$ cat src/design/clock_power_pkg.sv
// constants for the key-protected clock and power controller
package clock_power_pkg;
    localparam int ADDR_W = 32;
    localparam int DATA_W = 16;
    // ------------------------------------------------------------
    // register byte addresses
    // ------------------------------------------------------------
    localparam logic [31:0] ADDR_POWER_KEY_FIRST = 32'hffff0404;
    localparam logic [31:0] ADDR_POWER_CONTROL = 32'hffff0408;
    localparam logic [31:0] ADDR_POWER_KEY_SECOND = 32'hffff040c;
    localparam logic [31:0] ADDR_CLOCK_KEY_FIRST = 32'hffff0410;
    localparam logic [31:0] ADDR_CLOCK_SOURCE_CONTROL = 32'hffff0414;
    localparam logic [31:0] ADDR_CLOCK_KEY_SECOND = 32'hffff0418;
    localparam logic [31:0] ADDR_PERIPH_KEY_FIRST = 32'hffff0434;
    localparam logic [31:0] ADDR_PERIPH_CLOCK_CONTROL = 32'hffff0438;
    localparam logic [31:0] ADDR_PERIPH_KEY_SECOND = 32'hffff043c;
    localparam logic [31:0] ADDR_STATUS = 32'hffff0440;
    // ------------------------------------------------------------
    // key codes and reset values
    // ------------------------------------------------------------
    localparam logic [15:0] CLOCK_KEY1 = 16'h00aa;
    localparam logic [15:0] CLOCK_KEY2 = 16'h0055;
    localparam logic [15:0] POWER_KEY1 = 16'h0001;
    localparam logic [15:0] POWER_KEY2 = 16'h00f4;
    localparam logic [15:0] PERIPH_KEY1 = 16'h0076;
    localparam logic [15:0] PERIPH_KEY2 = 16'h00b1;
    localparam logic [7:0] POWER_CONTROL_RST = 8'h03;
    localparam logic [7:0] CLOCK_SOURCE_RST = 8'h21;
    localparam logic [15:0] PERIPH_CLOCK_RST = 16'h0124;
    // ------------------------------------------------------------
    // field positions and field codes
    // ------------------------------------------------------------
    localparam int REF_INTERNAL_BIT = 5;
    localparam int PWM_ON_BIT = 11;
    localparam int SPI_ON_BIT = 8;
    localparam int I2C1_ON_BIT = 5;
    localparam int I2C0_ON_BIT = 2;
    localparam logic [1:0] CLKMODE_PLL = 2'h1;
    localparam logic [1:0] CLKMODE_EXT = 2'h3;
    localparam logic [2:0] PM_ACTIVE = 3'h0;
    localparam logic [2:0] PM_PAUSE = 3'h1;
    localparam logic [2:0] PM_NAP = 3'h2;
    localparam logic [2:0] PM_SLEEP = 3'h3;
    localparam logic [2:0] PM_STOP = 3'h4;
    localparam logic [2:0] CD_MAX = 3'h7;
    // ------------------------------------------------------------
    // start-up times
    // ------------------------------------------------------------
    localparam int CLK_PERIOD_NS = 100;
    localparam int NAP_CD0_NS = 2600;
    localparam int NAP_CD7_NS = 247000;
    localparam int SLEEP_NS = 1580000;
    localparam int STOP_NS = 1700000;
    localparam int POWERUP_NS = 66000000;
    localparam int NAP_CD0_CYC = (NAP_CD0_NS + CLK_PERIOD_NS - 1) / CLK_PERIOD_NS;
    localparam int NAP_CD7_CYC = (NAP_CD7_NS + CLK_PERIOD_NS - 1) / CLK_PERIOD_NS;
    localparam int SLEEP_CYC = (SLEEP_NS + CLK_PERIOD_NS - 1) / CLK_PERIOD_NS;
    localparam int STOP_CYC = (STOP_NS + CLK_PERIOD_NS - 1) / CLK_PERIOD_NS;
    localparam int POWERUP_CYC = (POWERUP_NS + CLK_PERIOD_NS - 1) / CLK_PERIOD_NS;
    localparam int CNT_W = 20;
    typedef enum logic [2:0] {
        KEY_IDLE = 3'b001,
        KEY_ARMED = 3'b010,
        KEY_STAGED = 3'b100
    } key_state_e;
    typedef enum logic [3:0] {
        ST_POWERUP = 4'b0001,
        ST_ACTIVE = 4'b0010,
        ST_LOW = 4'b0100,
        ST_WAKE = 4'b1000
    } power_state_e;
endpackage

$ cat src/design/clock_power_mode_control.sv
// key-protected core clock, power mode and peripheral clock controller
`timescale 1ns/1ps
module clock_power_mode_control #(
    parameter int SLEEP_WAKE_CYCLES = clock_power_pkg::SLEEP_CYC,
    parameter int STOP_WAKE_CYCLES = clock_power_pkg::STOP_CYC,
    parameter int POWERUP_CYCLES = clock_power_pkg::POWERUP_CYC
) (
    input wire logic ref_clk,
    input wire logic nrst,
    input wire logic [clock_power_pkg::ADDR_W-1:0] regAddr,
    input wire logic [clock_power_pkg::DATA_W-1:0] regWrData,
    input wire logic regWr,
    input wire logic regRd,
    output logic [clock_power_pkg::DATA_W-1:0] regRdData,
    input wire logic [3:0] extInterruptInput,
    input wire logic wakeTimerIrq,
    input wire logic pllLocked,
    output logic coreClkEn,
    output logic periphRun,
    output logic pllPowerOn,
    output logic xtalTimerPowerOn,
    output logic [1:0] activeClockingMode,
    output logic activeRefInternal,
    output logic spiClkEn,
    output logic firstI2cClkEn,
    output logic secondI2cClkEn,
    output logic pwmClkEn,
    output logic pllIrq
);
    import clock_power_pkg::*;

    // ------------------------------------------------------------
    // helpers
    // ------------------------------------------------------------
    function automatic logic [6:0] divMask(input logic [2:0] shift);
        divMask = 7'((8'h01 << shift) - 8'h01);
    endfunction

    function automatic logic [2:0] i2cShift(input logic [1:0] code);
        case (code)
            2'h0: i2cShift = 3'h0;
            2'h1: i2cShift = 3'h2;
            2'h2: i2cShift = 3'h3;
            default: i2cShift = 3'h5;
        endcase
    endfunction

    // ------------------------------------------------------------
    // input synchronisers
    // ------------------------------------------------------------
    logic [3:0] irqMeta, irqSync;
    logic lockMeta, lockSync;
    always_ff @(posedge ref_clk or negedge nrst) begin
        if (!nrst) begin
            irqMeta <= 4'h0;
            irqSync <= 4'h0;
            lockMeta <= 1'b0;
            lockSync <= 1'b0;
        end else begin
            irqMeta <= extInterruptInput;
            irqSync <= irqMeta;
            lockMeta <= pllLocked;
            lockSync <= lockMeta;
        end
    end

    // ------------------------------------------------------------
    // key sequence trackers: 0 clock, 1 power, 2 peripheral
    // ------------------------------------------------------------
    logic [31:0] keyAddr1 [3];
    logic [31:0] valAddr [3];
    logic [31:0] keyAddr2 [3];
    logic [15:0] keyCode1 [3];
    logic [15:0] keyCode2 [3];
    assign keyAddr1 = '{ADDR_CLOCK_KEY_FIRST, ADDR_POWER_KEY_FIRST, ADDR_PERIPH_KEY_FIRST};
    assign valAddr = '{ADDR_CLOCK_SOURCE_CONTROL, ADDR_POWER_CONTROL,
        ADDR_PERIPH_CLOCK_CONTROL};
    assign keyAddr2 = '{ADDR_CLOCK_KEY_SECOND, ADDR_POWER_KEY_SECOND, ADDR_PERIPH_KEY_SECOND};
    assign keyCode1 = '{CLOCK_KEY1, POWER_KEY1, PERIPH_KEY1};
    assign keyCode2 = '{CLOCK_KEY2, POWER_KEY2, PERIPH_KEY2};

    key_state_e keyState [3];
    logic [15:0] staged [3];
    logic [2:0] commit;

    genvar g;
    generate
        for (g = 0; g < 3; g++) begin : gen_key
            // any write off the expected step drops back to idle, except a first-key write while staged, which re-arms
            // restart on deviation
            always_ff @(posedge ref_clk or negedge nrst) begin
                if (!nrst) begin
                    keyState[g] <= KEY_IDLE;
                    staged[g] <= 16'h0000;
                end else if (regWr) begin
                    case (keyState[g])
                        KEY_ARMED: begin
                            if (regAddr == valAddr[g]) begin
                                keyState[g] <= KEY_STAGED;
                                staged[g] <= regWrData;
                            end else begin
                                keyState[g] <= KEY_IDLE;
                            end
                        end
                        default: begin
                            if (regAddr == keyAddr1[g] && regWrData == keyCode1[g]) begin
                                keyState[g] <= KEY_ARMED;
                            end else begin
                                keyState[g] <= KEY_IDLE;
                            end
                        end
                    endcase
                end
            end
            assign commit[g] = regWr && keyState[g] == KEY_STAGED &&
                regAddr == keyAddr2[g] && regWrData == keyCode2[g];
        end
    endgenerate

    // ------------------------------------------------------------
    // protected registers
    // ------------------------------------------------------------
    logic [7:0] clockSourceControl;
    logic [7:0] powerControl;
    logic [15:0] periphClockControl;
    power_state_e state;
    logic wakeDone;

    always_ff @(posedge ref_clk or negedge nrst) begin
        if (!nrst) begin
            clockSourceControl <= CLOCK_SOURCE_RST;
            periphClockControl <= PERIPH_CLOCK_RST;
        end else begin
            if (commit[0]) begin
                clockSourceControl <= staged[0][7:0];
            end
            if (commit[2]) begin
                periphClockControl <= staged[2];
            end
        end
    end

    // mode field falls back to active once the wake-up completes
    always_ff @(posedge ref_clk or negedge nrst) begin
        if (!nrst) begin
            powerControl <= POWER_CONTROL_RST;
        end else if (commit[1]) begin
            powerControl <= staged[1][7:0];
        end else if (wakeDone) begin
            powerControl[6:4] <= PM_ACTIVE;
        end
    end

    wire [2:0] pmField = powerControl[6:4];
    wire [2:0] cdField = powerControl[2:0];

    // ------------------------------------------------------------
    // power mode sequencer
    // ------------------------------------------------------------
    logic [CNT_W-1:0] waitCnt;
    logic wakeEvent;
    logic lowMode;
    assign lowMode = pmField == PM_PAUSE || pmField == PM_NAP ||
        pmField == PM_SLEEP || pmField == PM_STOP;

    // stop ignores the timer, it is unpowered
    always_comb begin
        if (pmField == PM_STOP) begin
            wakeEvent = |irqSync;
        end else begin
            wakeEvent = (|irqSync) || wakeTimerIrq;
        end
    end

    // start-up counts per mode and divider
    function automatic logic [CNT_W-1:0] wakeCycles(input logic [2:0] pm, input logic [2:0] cd);
        if (pm == PM_SLEEP) begin
            wakeCycles = CNT_W'(SLEEP_WAKE_CYCLES);
        end else if (pm == PM_STOP) begin
            wakeCycles = CNT_W'(STOP_WAKE_CYCLES);
        end else if (cd == CD_MAX) begin
            wakeCycles = CNT_W'(NAP_CD7_CYC);
        end else begin
            wakeCycles = CNT_W'(NAP_CD0_CYC) << cd;
        end
    endfunction

    assign wakeDone = state == ST_WAKE && waitCnt == '0;

    // wake, wait start-up, back to active
    always_ff @(posedge ref_clk or negedge nrst) begin
        if (!nrst) begin
            state <= ST_POWERUP;
            waitCnt <= CNT_W'(POWERUP_CYCLES - 1);
        end else begin
            case (state)
                ST_POWERUP: begin
                    if (waitCnt == '0) begin
                        state <= ST_ACTIVE;
                    end else begin
                        waitCnt <= waitCnt - 1'b1;
                    end
                end
                ST_ACTIVE: begin
                    if (lowMode) begin
                        state <= ST_LOW;
                    end
                end
                ST_LOW: begin
                    if (wakeEvent) begin
                        state <= ST_WAKE;
                        waitCnt <= wakeCycles(pmField, cdField) - 1'b1;
                    end
                end
                ST_WAKE: begin
                    if (waitCnt == '0) begin
                        state <= ST_ACTIVE;
                    end else begin
                        waitCnt <= waitCnt - 1'b1;
                    end
                end
                default: begin
                    state <= ST_ACTIVE;
                end
            endcase
        end
    end

    // staged source takes over only after a nap wake
    logic fromNap;
    always_ff @(posedge ref_clk or negedge nrst) begin
        if (!nrst) begin
            fromNap <= 1'b0;
            activeClockingMode <= CLOCK_SOURCE_RST[1:0];
            activeRefInternal <= CLOCK_SOURCE_RST[REF_INTERNAL_BIT];
        end else begin
            if (state == ST_LOW && wakeEvent) begin
                fromNap <= pmField == PM_NAP;
            end
            // reserved mode codes are not applied
            if (wakeDone && fromNap) begin
                activeRefInternal <= clockSourceControl[REF_INTERNAL_BIT];
                if (clockSourceControl[1:0] == CLKMODE_PLL ||
                    clockSourceControl[1:0] == CLKMODE_EXT) begin
                    activeClockingMode <= clockSourceControl[1:0];
                end
            end
        end
    end

    // ------------------------------------------------------------
    // clock enables
    // ------------------------------------------------------------
    logic [6:0] divCnt;
    logic lockLost;
    logic coreHalt;
    logic periphOn;
    // unlocked pll stops the core while it feeds it
    assign coreHalt = activeClockingMode == CLKMODE_PLL && !lockSync;
    // peripherals run in active and pause only
    assign periphOn = state == ST_ACTIVE ||
        (state == ST_LOW && pmField == PM_PAUSE);

    always_ff @(posedge ref_clk or negedge nrst) begin
        if (!nrst) begin
            divCnt <= 7'h00;
        end else begin
            divCnt <= divCnt + 7'h01;
        end
    end

    always_ff @(posedge ref_clk or negedge nrst) begin
        if (!nrst) begin
            coreClkEn <= 1'b0;
            periphRun <= 1'b0;
            pllPowerOn <= 1'b1;
            xtalTimerPowerOn <= 1'b1;
            spiClkEn <= 1'b0;
            firstI2cClkEn <= 1'b0;
            secondI2cClkEn <= 1'b0;
            pwmClkEn <= 1'b0;
        end else begin
            coreClkEn <= state == ST_ACTIVE && !coreHalt &&
                (divCnt & divMask(cdField)) == 7'h00;
            periphRun <= periphOn;
            // pll off in sleep and stop, crystal off in stop
            pllPowerOn <= !(state == ST_LOW && (pmField == PM_SLEEP || pmField == PM_STOP));
            xtalTimerPowerOn <= !(state == ST_LOW && pmField == PM_STOP);
            spiClkEn <= periphOn && periphClockControl[SPI_ON_BIT] &&
                (divCnt & divMask({1'b0, periphClockControl[7:6]})) == 7'h00;
            secondI2cClkEn <= periphOn && periphClockControl[I2C1_ON_BIT] &&
                (divCnt & divMask(i2cShift(periphClockControl[4:3]))) == 7'h00;
            firstI2cClkEn <= periphOn && periphClockControl[I2C0_ON_BIT] &&
                (divCnt & divMask(i2cShift(periphClockControl[1:0]))) == 7'h00;
            // pwm divider kept at 00, so undivided
            pwmClkEn <= periphOn && periphClockControl[PWM_ON_BIT];
        end
    end

    // interrupt only raised once lock is back
    always_ff @(posedge ref_clk or negedge nrst) begin
        if (!nrst) begin
            lockLost <= 1'b0;
            pllIrq <= 1'b0;
        end else begin
            pllIrq <= lockLost && lockSync;
            if (!lockSync && state != ST_POWERUP) begin
                lockLost <= 1'b1;
            end else if (lockSync) begin
                lockLost <= 1'b0;
            end
        end
    end

    // ------------------------------------------------------------
    // read port
    // ------------------------------------------------------------
    always_ff @(posedge ref_clk or negedge nrst) begin
        if (!nrst) begin
            regRdData <= 16'h0000;
        end else if (regRd) begin
            case (regAddr)
                ADDR_POWER_CONTROL: regRdData <= {8'h00, powerControl};
                ADDR_CLOCK_SOURCE_CONTROL: regRdData <= {8'h00, clockSourceControl};
                ADDR_PERIPH_CLOCK_CONTROL: regRdData <= periphClockControl;
                ADDR_STATUS: regRdData <= {7'h00, lockSync, activeRefInternal,
                    activeClockingMode, 1'b0, state};
                default: regRdData <= 16'h0000;
            endcase
        end else begin
            regRdData <= 16'h0000;
        end
    end
endmodule

$ cat config.mk
export PLATFORM = sky130hd
export DESIGN_NAME = clock_power_mode_control
export DESIGN_NICKNAME = d
export VERILOG_FILES = /design/src/design/clock_power_pkg.sv /design/src/design/clock_power_mode_control.sv
export SDC_FILE = /design/constraint.sdc
export NUM_CORES = 1
export LEC_CHECK = 0
export ABC_CLOCK_PERIOD_IN_PS = 7380
export BUFFER_PORTS_ARGS = -buffer_cell sky130_fd_sc_hd__buf_2
export CAP_MARGIN = 10
export CORE_MARGIN = 2
export CORE_UTILIZATION = 40
export CTS_CLUSTER_DIAMETER = 80
export DETAILED_ROUTE_END_ITERATION = 6
export PLACE_DENSITY = 0.59
export SYNTH_ARGS = -nofsm -noshare
export SYNTH_HDL_FRONTEND = slang
export SYNTH_SLANG_ARGS = --single-unit
$ cat constraint.sdc
create_clock -name ref_clk -period 7.38 [get_ports ref_clk]
set_input_delay 1.107 -clock ref_clk [delete_from_list [all_inputs] [get_ports ref_clk]]
set_output_delay 1.107 -clock ref_clk [all_outputs]
set_load 0.02 [all_outputs]
== Word level (Yosys, flattened, before mapping) ==
Index checks and enable logic that the tools add are counted.
W data, S select, Z words.
Operators by class
  equal/unequal tests: 43
  muxes and demuxes: 30
  bitwise logic cells: 4
  shifts and indexed selects: 5
  reduce and logical (&&, ||, !) cells: 59
  add/subtract/negate cells: 7
Operators by type and width (count)
  $eq A32 B32 Y1 const B: 10
  $mux W20: 7
  $pmux W16 S4: 1
  $eq A16 B8 Y1 const B: 3
  $pmux W20 S2: 1
  $sub A20 B1 Y20 const B: 2
  $eq A16 B7 Y1 const B: 2
  $logic_and A1 B1 Y1: 30
  $and A7 B7 Y7: 4
  $logic_not A7 Y1: 4
  $sub A7 B1 Y7 const B: 4
  $mux W3: 8
  $shl A1 B3 Y7 const A: 3
  $logic_not A20 Y1: 1
  $shl A5 B3 Y20 const A: 1
  $pmux W3 S3: 2
  $eq A16 B1 Y1 const B: 1
  $mux W16: 1
  $eq A3 B2 Y1 const B: 5
  $eq A3 B3 Y1 const B: 5
  $reduce_and A3 Y1: 5
  $mux W4: 3
  $pmux W4 S3: 1
  $eq A2 B1 Y1 const B: 4
  other kinds (20): 40
Storage, ports and cells
  input bits: 58
  logic and storage cells: 179
  output and inout port bits: 28
  register bits: 144

== Logic depth before layout (Yosys ltp) ==
Gate-level depths: netlist (run 1).
  depth in word-level cells: 9
  depth in mapped cells: 12

== Worst setup path after synthesis (run 1) ==
OpenSTA, ideal clock, no wires.
  path type: input -> register
  from: input port regWrData[9] in the netlist's numbering
  to: register periphClockControl[10]
  stages on the path: 6
  data arrival time: 2.969 ns
  path slack: 4.286 ns
  setup time: 0.125 ns
  buffers on the path: 1
  path through: or4_4 > or3b_4 > nor4_4 > nand4_4 > buf_6 > mux2_4
On the way
  word-level cells in the longest chain between the ends: 2
RTL lines
  start: declaration: line clock_power_mode_control.sv:11  | input wire logic [clock_power_pkg::DATA_W-1:0] regWrData,
  $eq A16 B8 Y1: line clock_power_mode_control.sv:116  | regAddr == keyAddr2[g] && regWrData == keyCode2[g];
  $logic_and A1 B1 Y1: line clock_power_mode_control.sv:116
  end signal: assignment: line clock_power_mode_control.sv:138  | periphClockControl <= staged[2];
  end: declaration: line clock_power_mode_control.sv:125  | logic [15:0] periphClockControl;
Every way passes these cells.
A chain may end at the register's enable or synchronous reset.

== Worst setup path after layout (run 1) ==
  from: input port regAddr[15] in the netlist's numbering
  to: register clockSourceControl[3]
On the way
  word-level cells in the longest chain between the ends: 3
RTL lines
  start: declaration: line clock_power_mode_control.sv:10  | input wire logic [clock_power_pkg::ADDR_W-1:0] regAddr,
  $eq A32 B32 Y1: line clock_power_mode_control.sv:116
  $logic_and A1 B1 Y1: line clock_power_mode_control.sv:115  | assign commit[g] = regWr && keyState[g] == KEY_STAGED &&
  $logic_and A1 B1 Y1: line clock_power_mode_control.sv:116
  end signal: assignment: line clock_power_mode_control.sv:135  | clockSourceControl <= staged[0][7:0];
  end: declaration: line clock_power_mode_control.sv:123  | logic [7:0] clockSourceControl;
Every way passes these cells.

==> results of run 1 <==
[report_power, final]
part	total (W)	internal, W	switching (W)	leakage (nW)
clock network	0.000912	0.000550	0.000361	0.300
registers	0.000795	0.000793	0.00000120	1.85
logic	0.0000507	0.0000160	0.0000347	1.84
[stage by stage]
step | instances | hold WS (ns)
after global placement | 966 | 0.335
final | 998 | 0.345
after global routing | 998 | 0.359
after floorplan | 674 | 0.331
after CTS | 998 | 0.349
after detailed placement | 966 | 0.337
[Yosys cell counts, types with 8 or more instances]
cell type,count
dfrtp_1,120
nand2_1,59
nor2_1,47
mux2_2,46
o21ai_0,32
a21oi_1,26
dfstp_2,24
nand3_1,23
and2_1,22
a22oi_1,21
inv_1,19
mux2_4,18
clkbuf_1,15
xnor2_1,15
nor3_1,13
nor4_1,11
o22ai_1,11
nand4_1,10
buf_2,9
ha_1,9
mux2i_1,8
[metal layers]
metal  wire length (um)  GRT usage  vias up  share of wire
met5                  0          0        -              0
met4                266     0.0580        0          0.015
met3                840     0.0449       30          0.047
met2               9140      0.327      160           0.51
met1               7570      0.237     2818           0.42
li1                   -          -     2625              -
[flip-flops by register name, indices dropped and copies added, names as in the netlist, 2 cells and up]
signal,flops
divCnt,7
powerControl,8
irqMeta,4
keyState,9
activeClockingMode,2
periphClockControl,16
irqSync,4
state,4
clockSourceControl,8
regRdData,16
waitCnt,20
staged,32
[cell type report]
cell class,instances,area [um^2]
Fill cell,1620,9350
Sequential cell,144,3630
Multi-Input combinational cell,483,3410
Timing Repair Buffer,91,477
Clock buffer,20,447
Tap cell,229,287
Clock inverter,12,173
Inverter,19,71.3
[worst min path at each step]
stage                     cells after the start        from    endpoint
after floorplan                               0  irqMeta[0]  irqSync[0]
after global placement                        0  irqMeta[1]  irqSync[1]
after detailed placement                      0    lockMeta    lockSync
after CTS                                     0    lockMeta    lockSync
after global routing                          0    lockMeta    lockSync
final                                         0    lockMeta    lockSync
[kinds of logic (layout without fill, tap and decap cells)]
logic type                 Yosys count  after routing
and+or+nand+nor                    241            241
DFF                                144            144
AOI/OAI and AO/OA                  140            140
muxes                               72             72
buffers and inverters               47            142
xor gates and xnor gates            21             21
adders and majority gates            9              9
==> results.md, run 1 <==
- Vias per cell: 5.64
- First-pass GRT wire length: 29.1 mm
- Levels on crit path: 7
- Area share of fa/ha/maj cells after synthesis: 0.0156
- GP Congestion: 0.902
- Synthesized area: 7240 um^2
- Worst setup path endpoint: clockSourceControl[3]
- Clock sink count: 144
- Number of remaining DRC errors: 0
- Core footprint: 17800 um^2
- Gr usage total: 0.189
- Register bit total from synthesis: 144
- Most common cell after layout, fill and taps aside: dfrtp_1
- Min Tclk post-route: 3.10 ns
- DIE WIDTH: 139 um
- Vias in the first global route: 5710
- Slowest-stage cell, CP: or3_1
- Layout cell share with drive strength beyond 1: 0.300
- Slew headroom: 0.380
- Top Ports: 86
- Post-CTS setup buffer count: 0
- Top cells by area, synth: dfrtp_1 41%, dfstp_2 8.7%, mux2_2 7.2%, mux2_4 3.7%, nand2_1 3.1%
- Register area share after synthesis: 0.502
- N_diodes: 0
- Critical Path RT: 7.70 ns
- Cells after synthesis: 674
- Post-synthesis compound-gate area fraction: 0.128
- Die H: 139 um
- VDD IR max: 0.000151 V
- Clock Skews: 0.00935 ns
- Routed Antenna Nets: 0
- Synth top area share: 0.415
- Main flop type after synthesis: dfrtp_1
- Via count: 5633
- CP Max Fanout: 9
- CTS Buf Count: 17
- RSZ-0062 raised after global routing: no
- Initial core utilization: 0.406
- Wirelength, routed: 17.8 mm
- Yosys cell types: 71
- Initial antenna violation count: 0
- Clk slew on worst S/H paths: 0.06 ns
- Most frequent cells in the layout: 120 x dfrtp_1, 84 x buf_2, 59 x nand2_1, 47 x nor2_1, 46 x mux2_2
- Final Cycle Share: 0.419
- Drt first pass iters: 5
- CP Capture Type: flip-flop
- EDFF count, synth: 0
- Final slew viol count: 0
- Setup TNS: 0 ns
- Mux cell area share after synthesis: 0.120
- Clk Latency, worst-skew pair: 0.44 ns
- Power per cell area: 207 nW/um^2
- Main combinational cell family by area after synthesis: simple AND/OR/NAND/NOR gates
- Crit path DAT: 3.41 ns
- Crit path launch: regAddr[15]
- YS warnings: 0
- Launch point of the worst reg-to-reg path: powerControl[6]
- Hold Vio Cnt, Final: 0
- Worst slack at placement: 3.81 ns
- Total grt overflow: 0
- Worst-Margin Slew: 0.917 ns
- Worst reg-to-reg path cell count: 9
- Buffers plus inverters on the worst setup path: 1
- Max Cap Viol: 0
- Post-layout nets: 823
- Buffers on Ports: 85
- Final Instance Area: 8490 um^2
- Xor/xnor share of the synthesized area: 0.0254
- Number of gates resized after CTS: 0
- Fmax: 323 MHz
- DR WL/cell: 17.9 um
- Status: finished clean
- Crit path max-delay family: simple AND/OR/NAND/NOR gates
- RR Endpoint: waitCnt[16]
- Area of placed instances: 7880 um^2
- Root Buffer: clkbuf_16
- Total chip power: 0.00176 W
- Synth Area in Simple Gates: 0.181
- DPL Wire Length: 12.8 mm
- Die area: 19200 um^2
- Setup violators final: 0
- FF-to-FF setup slack: 4.33 ns
- Avg Inst Size Synth: 10.7 um^2
- # rows: 49
- CTS tree: built
- Max clock buf depth: 2
- Crit path kind: input port to flip-flop
- Hold Path Class: flip-flop to flip-flop
- Cell taking the most area after synthesis: dfrtp_1
- First DRT Iteration DRCs: 399
- Share of synthesized flip-flops with an asynchronous set or reset: 1.00
- Max H-tree Level: 4
- Largest net degree at the start of global routing: 76
- Startpoint Class: input port
- Post-synth net total: 741
- Post-Route Utilization: 0.476
- CP max stage delay: 0.66 ns
- P&R area growth vs syn: 17.3%
- Setup WS post-layout: 4.28 ns
- Leakage: 3.98 nW
- CP Cell Sequence: buf_2 -> nand4b_1 -> nor4_2 -> nand3_2 -> nand2b_1 -> or3_1 -> mux2_4
- Cts hold-fix bufs: 0
Power figures use the tool's default switching activity.
==> inputs of run 2 (changes only) <==
--- a/config.mk
+++ b/config.mk
@@ -5,7 +5,7 @@
 export SDC_FILE = /design/constraint.sdc
 export NUM_CORES = 1
 export LEC_CHECK = 0
-export ABC_CLOCK_PERIOD_IN_PS = 7380
+export ABC_CLOCK_PERIOD_IN_PS = 3200
 export BUFFER_PORTS_ARGS = -buffer_cell sky130_fd_sc_hd__buf_2
 export CAP_MARGIN = 10
 export CORE_MARGIN = 2
==> constraint.sdc (replaced) <==
create_clock -name ref_clk -period 3.2 [get_ports ref_clk]
set_input_delay 0.48 -clock ref_clk [delete_from_list [all_inputs] [get_ports ref_clk]]
set_output_delay 0.48 -clock ref_clk [all_outputs]
set_load 0.02 [all_outputs]
==> results.md, run 2 (synthesis results as in run 1) <==
- Final Cycle Share: 0.912
- Buffers on Ports: 85
- Setup violators final: 0
- Layout cell share with drive strength beyond 1: 0.317
- Number of remaining DRC errors: 0
- Largest net degree at the start of global routing: 65
- CTS tree: built
- Via count: 5691
- Die area: 19200 um^2
- Clock Skews: 0.00791 ns
- Top Ports: 86
- Clock sink count: 144
- RSZ-0062 raised after global routing: no
- Wirelength, routed: 17.9 mm
- CP Capture Type: flip-flop
- Initial antenna violation count: 0
- Post-layout nets: 839
- P&R area growth vs syn: 18.5%
- Max H-tree Level: 4
- Worst-Margin Slew: 0.832 ns
- Most common cell after layout, fill and taps aside: dfrtp_1
- Max reg flops: 32
- # rows: 49
- CTS Buf Count: 17
- Largest regs: staged (32), waitCnt (20)
- Slew headroom: 0.440
- Min Tclk post-route: 2.92 ns
- Crit path kind: flip-flop to flip-flop
- Setup TNS: 0 ns
- Largest Register: staged
- Most frequent cells in the layout: 120 x dfrtp_1, 84 x buf_2, 59 x nand2_1, 47 x nor2_1, 46 x mux2_2
- Critical Path RT: 3.54 ns
- Startpoint Class: flip-flop
- Area of placed instances: 8010 um^2
- Met1 Track Usage GR: 0.241
- Hold Vio Cnt, Final: 0
- Vias in the first global route: 5826
- Gr busiest metal: met2
- Fmax: 343 MHz
- Die H: 139 um
- Post-route insts no fill: 1014
- Status: finished clean
- VDD IR max: 0.000338 V
- Hold_ws: 0.0281 ns
- Max Cap Viol: 0
- Root Buffer: clkbuf_16
- Initial core utilization: 0.406
- Leakage: 4.04 nW
- Cts hold-fix bufs: 0
- Core footprint: 17800 um^2
- First DRT Iteration DRCs: 381
- GR Util met3: 0.0369
- Gr usage total: 0.191
- Dpl cells: 982
- Total grt overflow: 0
- First-pass GRT wire length: 29.6 mm
- Vias per cell: 5.61
- DR WL/cell: 17.7 um
- CP Max Fanout: 9
- Hold Path Class: input port to asynchronous set/reset pin
- Grt met2 use: 0.327
- Routed Antenna Nets: 0
- Max clock buf depth: 2
- Number of gates resized after CTS: 0
- DIE WIDTH: 139 um
- Clk slew on worst S/H paths: 0.07 ns
- GP Congestion: 0.865
- Drt first pass iters: 5
- N_diodes: 0
- Final Instance Area: 8580 um^2
- Final slew viol count: 0
- Post-CTS setup buffer count: 0
- Total chip power: 0.00383 W
- Crit path DAT: 3.26 ns
- Power per cell area: 446 nW/um^2
- DPL Wire Length: 13.1 mm
- Clk Latency, worst-skew pair: 0.42 ns
run 2: power breakdown:
group          total [W]  internal [W]  switching (W)
Sequential       0.00183       0.00183     0.00000266
Combinational   0.000121     0.0000395      0.0000819
Clock            0.00188       0.00103       0.000848
Total            0.00383       0.00290       0.000932
run 2: worst max-delay path, cell delays in order, from the launching register on:
cell       delay, ns
dfstp_2         0.61
inv_1           0.12
ha_1            0.25
and3b_1         0.20
o31ai_1         0.30
nand2_1         0.10
o31ai_1         0.43
nand3_1         0.31
or2_2           0.38
a2bb2oi_1       0.15
run 2: area by class of cell:
| class | instances | area [um^2] |
|---|---|---|
| tap | 229 | 287 |
| clock inverter | 15 | 148 |
| inverter | 19 | 71.3 |
| multi-input combinational | 483 | 3410 |
| clock buffer | 17 | 425 |
| timing repair buffer | 107 | 609 |
| fill | 1626 | 9260 |
| sequential | 144 | 3630 |
run 2: per-layer routing:
| metal | routed length, um | vias to the layer above |
|---|---|---|
| met5 | 0 | - |
| met4 | 477 | 0 |
| met3 | 713 | 40 |
| met2 | 9030 | 189 |
| met1 | 7710 | 2806 |
| li1 | - | 2656 |
run 2: final timing paths:
path,start,endpoint,slack [ns],cells after the start
hold / removal,nrst,waitCnt[8],0.03,1
max in group asynchronous,nrst,activeRefInternal,2.36,2
min in group ref_clk,extInterruptInput[2],irqMeta[2],0.17,1
setup reg to reg,powerControl[1],waitCnt[11],0.28,9
hold reg to reg,irqMeta[0],irqSync[0],0.35,0
setup / recovery,powerControl[1],waitCnt[11],0.28,9
run 2: through the flow:
stage / utilization / setup slack, ns
final: 0.481 / 0.282
after global routing: 0.481 / 0.00294
after CTS: 0.481 / 0.310
after detailed placement: 0.449 / 0.283
after global placement: 0.449 / 0.366
after floorplan: - / 0.352
==> inputs of run 3 (changes only) <==
--- a/config.mk
+++ b/config.mk
@@ -5,7 +5,7 @@
 export SDC_FILE = /design/constraint.sdc
 export NUM_CORES = 1
 export LEC_CHECK = 0
-export ABC_CLOCK_PERIOD_IN_PS = 3200
+export ABC_CLOCK_PERIOD_IN_PS = 3700
 export BUFFER_PORTS_ARGS = -buffer_cell sky130_fd_sc_hd__buf_2
 export CAP_MARGIN = 10
 export CORE_MARGIN = 2
==> constraint.sdc (replaced) <==
create_clock -name ref_clk -period 3.7 [get_ports ref_clk]
set_input_delay 0.555 -clock ref_clk [delete_from_list [all_inputs] [get_ports ref_clk]]
set_output_delay 0.555 -clock ref_clk [all_outputs]
set_load 0.02 [all_outputs]
==> results.md, run 3 (synthesis results as in run 1) <==
- Via count: 5601
- Startpoint Class: flip-flop
- Buffers plus inverters on the worst setup path: 0
- Largest regs: staged (32), waitCnt (20)
- Die H: 139 um
- RSZ-0062 raised after global routing: no
- Clk slew on worst S/H paths: 0.07 ns
- Root Buffer: clkbuf_16
- Status: finished clean
- Drt first pass iters: 5
- Buffers on Ports: 85
- Largest net degree at the start of global routing: 100
- Routed Antenna Nets: 0
- GP Congestion: 0.890
- Clk pwr share: 0.508
- Most common cell after layout, fill and taps aside: dfrtp_1
- Final slew viol count: 0
- Layout cell share with drive strength beyond 1: 0.305
- Crit-path most repeated cell: o31ai_1
- Number of remaining DRC errors: 0
- Fmax: 330 MHz
- Critical Path RT: 4.04 ns
- DPL Wire Length: 13.1 mm
- Hold Path Class: input port to asynchronous set/reset pin
- Worst reg-to-reg path cell count: 8
- Clock Skews: 0.0113 ns
- Initial antenna violation count: 0
- Levels on crit path: 8
- Post-layout nets: 827
- Cts hold-fix bufs: 0
- RR Endpoint: waitCnt[11]
- Total grt overflow: 0
- # rows: 49
- Final Cycle Share: 0.819
- Clk Latency, worst-skew pair: 0.42 ns
- Power per cell area: 403 nW/um^2
- Hold Vio Cnt, Final: 0
- Top Ports: 86
- Int Pwr: 0.00266 W
- Combinational Power Share: 0.030
- Vias in the first global route: 5811
- Switching Fraction: 0.224
- Max H-tree Level: 4
- Area of placed instances: 7920 um^2
- Most frequent cells in the layout: 120 x dfrtp_1, 84 x buf_2, 59 x nand2_1, 47 x nor2_1, 46 x mux2_2
- Crit path max-delay family: simple AND/OR/NAND/NOR gates
- VDD IR max: 0.000304 V
- Initial core utilization: 0.406
- Filler cells: 1640
- Final Instance Area: 8520 um^2
- Gr usage total: 0.193
- Max Cap Viol: 0
- Core footprint: 17800 um^2
- Min Tclk post-route: 3.03 ns
- DIE WIDTH: 139 um
- Switch Pwr: 0.000770 W
- FF-to-FF setup slack: 0.67 ns
- Largest Register: staged
- Launch point of the worst reg-to-reg path: powerControl[1]
- Crit path kind: flip-flop to flip-flop
- CP Max Fanout: 9
- Post-CTS setup buffer count: 0
- Max clock buf depth: 2
- CP Capture Type: flip-flop
- Setup TNS: 0 ns
- Crit path launch: powerControl[1]
- Worst setup path endpoint: waitCnt[11]
- Leakage: 4.00 nW
- Number of gates resized after CTS: 0
- DR WL/cell: 18.0 um
- Vias per cell: 5.59
- Clock sink count: 144
- CP Cell Sequence: ha_1 -> and3b_1 -> o31ai_1 -> nand2_1 -> o31ai_1 -> nand3_1 -> or2_2 -> a2bb2oi_1
- P&R area growth vs syn: 17.7%
- Max reg flops: 32
- Slowest-stage cell, CP: dfstp_2
- N_diodes: 0
- Part of the power in registers: 0.462
- CTS tree: built
- First DRT Iteration DRCs: 362
- Die area: 19200 um^2
- CP max stage delay: 0.61 ns
- Setup violators final: 0
- Worst-Margin Slew: 1.05 ns
- Crit path DAT: 3.37 ns
- Wirelength, routed: 18.0 mm
- Slew headroom: 0.293
- CTS Buf Count: 17
- First-pass GRT wire length: 29.8 mm
-- run 3: cell count changes in the layout (fill, tap and decap cells not counted) --
cell       previous run  this run
buf_4                21         9
bufinv_16             0         2
clkbuf_1              0         1
clkbuf_8              0         2
clkinv_4              3         2
clkinv_8              2         0
inv_6                 4         2
-- run 3: layout make-up --
| type | instances | area, um^2 | share of cell area |
|---|---|---|---|
| clock inverter | 12 | 149 | 0.0175 |
| tap | 229 | 287 | 0.0336 |
| timing repair buffer | 95 | 519 | 0.0609 |
| multi-input combinational | 483 | 3410 | 0.400 |
| inverter | 19 | 71.3 | 0.00837 |
| clock buffer | 20 | 457 | 0.0536 |
| sequential | 144 | 3630 | 0.426 |
-- run 3: worst min path at each step --
stage	start	to	slack [ns]	depth (start not counted)
after floorplan	nrst	activeClockingMode[1]	0.26	0
after global placement	irqMeta[1]	irqSync[1]	0.33	0
after detailed placement	irqMeta[2]	irqSync[2]	0.34	0
after CTS	pllLocked	lockMeta	0.22	1
after global routing	extInterruptInput[1]	irqMeta[1]	0.22	1
final	nrst	waitCnt[8]	0.23	1
-- run 3: metal layers --
metal / GRT usage / routed length (um) / vias to the layer above / share of wire
met5: 0 / 0 / - / 0
met4: 0.0714 / 359 / 0 / 0.020
met3: 0.0425 / 773 / 32 / 0.043
met2: 0.326 / 9150 / 175 / 0.51
met1: 0.244 / 7730 / 2756 / 0.43
li1: - / - / 2638 / -
-- run 3: worst reg2reg max path: cells and delay by family, from the launching register on --
kind	cells	cell delay, ns
adder cells (fa/ha/maj)	1	0.38
AO/OA/AOI/OAI	3	0.93
AND/OR/NAND/NOR	4	1.02
flip-flops	1	0.61
-- run 3: metrics by stage --
step / cells / worst slack (ns) / power (W) / hold slack (ns) / utilization
floorplan: 674 / 0.852 / 0.00163 / 0.259 / -
global placement: 970 / 0.778 / 0.00172 / 0.332 / 0.444
detailed placement: 970 / 0.704 / 0.00172 / 0.336 / 0.444
CTS: 1002 / 0.713 / 0.00347 / 0.222 / 0.478
global route: 1002 / 0.485 / 0.00355 / 0.222 / 0.478
finish: 1002 / 0.671 / 0.00343 / 0.227 / 0.478
-- run 3: power groups by stage --
stage	clock network (W)	logic, W	registers, W
2_1_floorplan	0	0.0000182	0.00161
3_3_place_gp	0	0.000103	0.00161
3_5_place_dp	0	0.000106	0.00161
4_1_cts	0.00178	0.000106	0.00158
5_1_grt	0.00185	0.000116	0.00158
6_report	0.00174	0.000103	0.00159
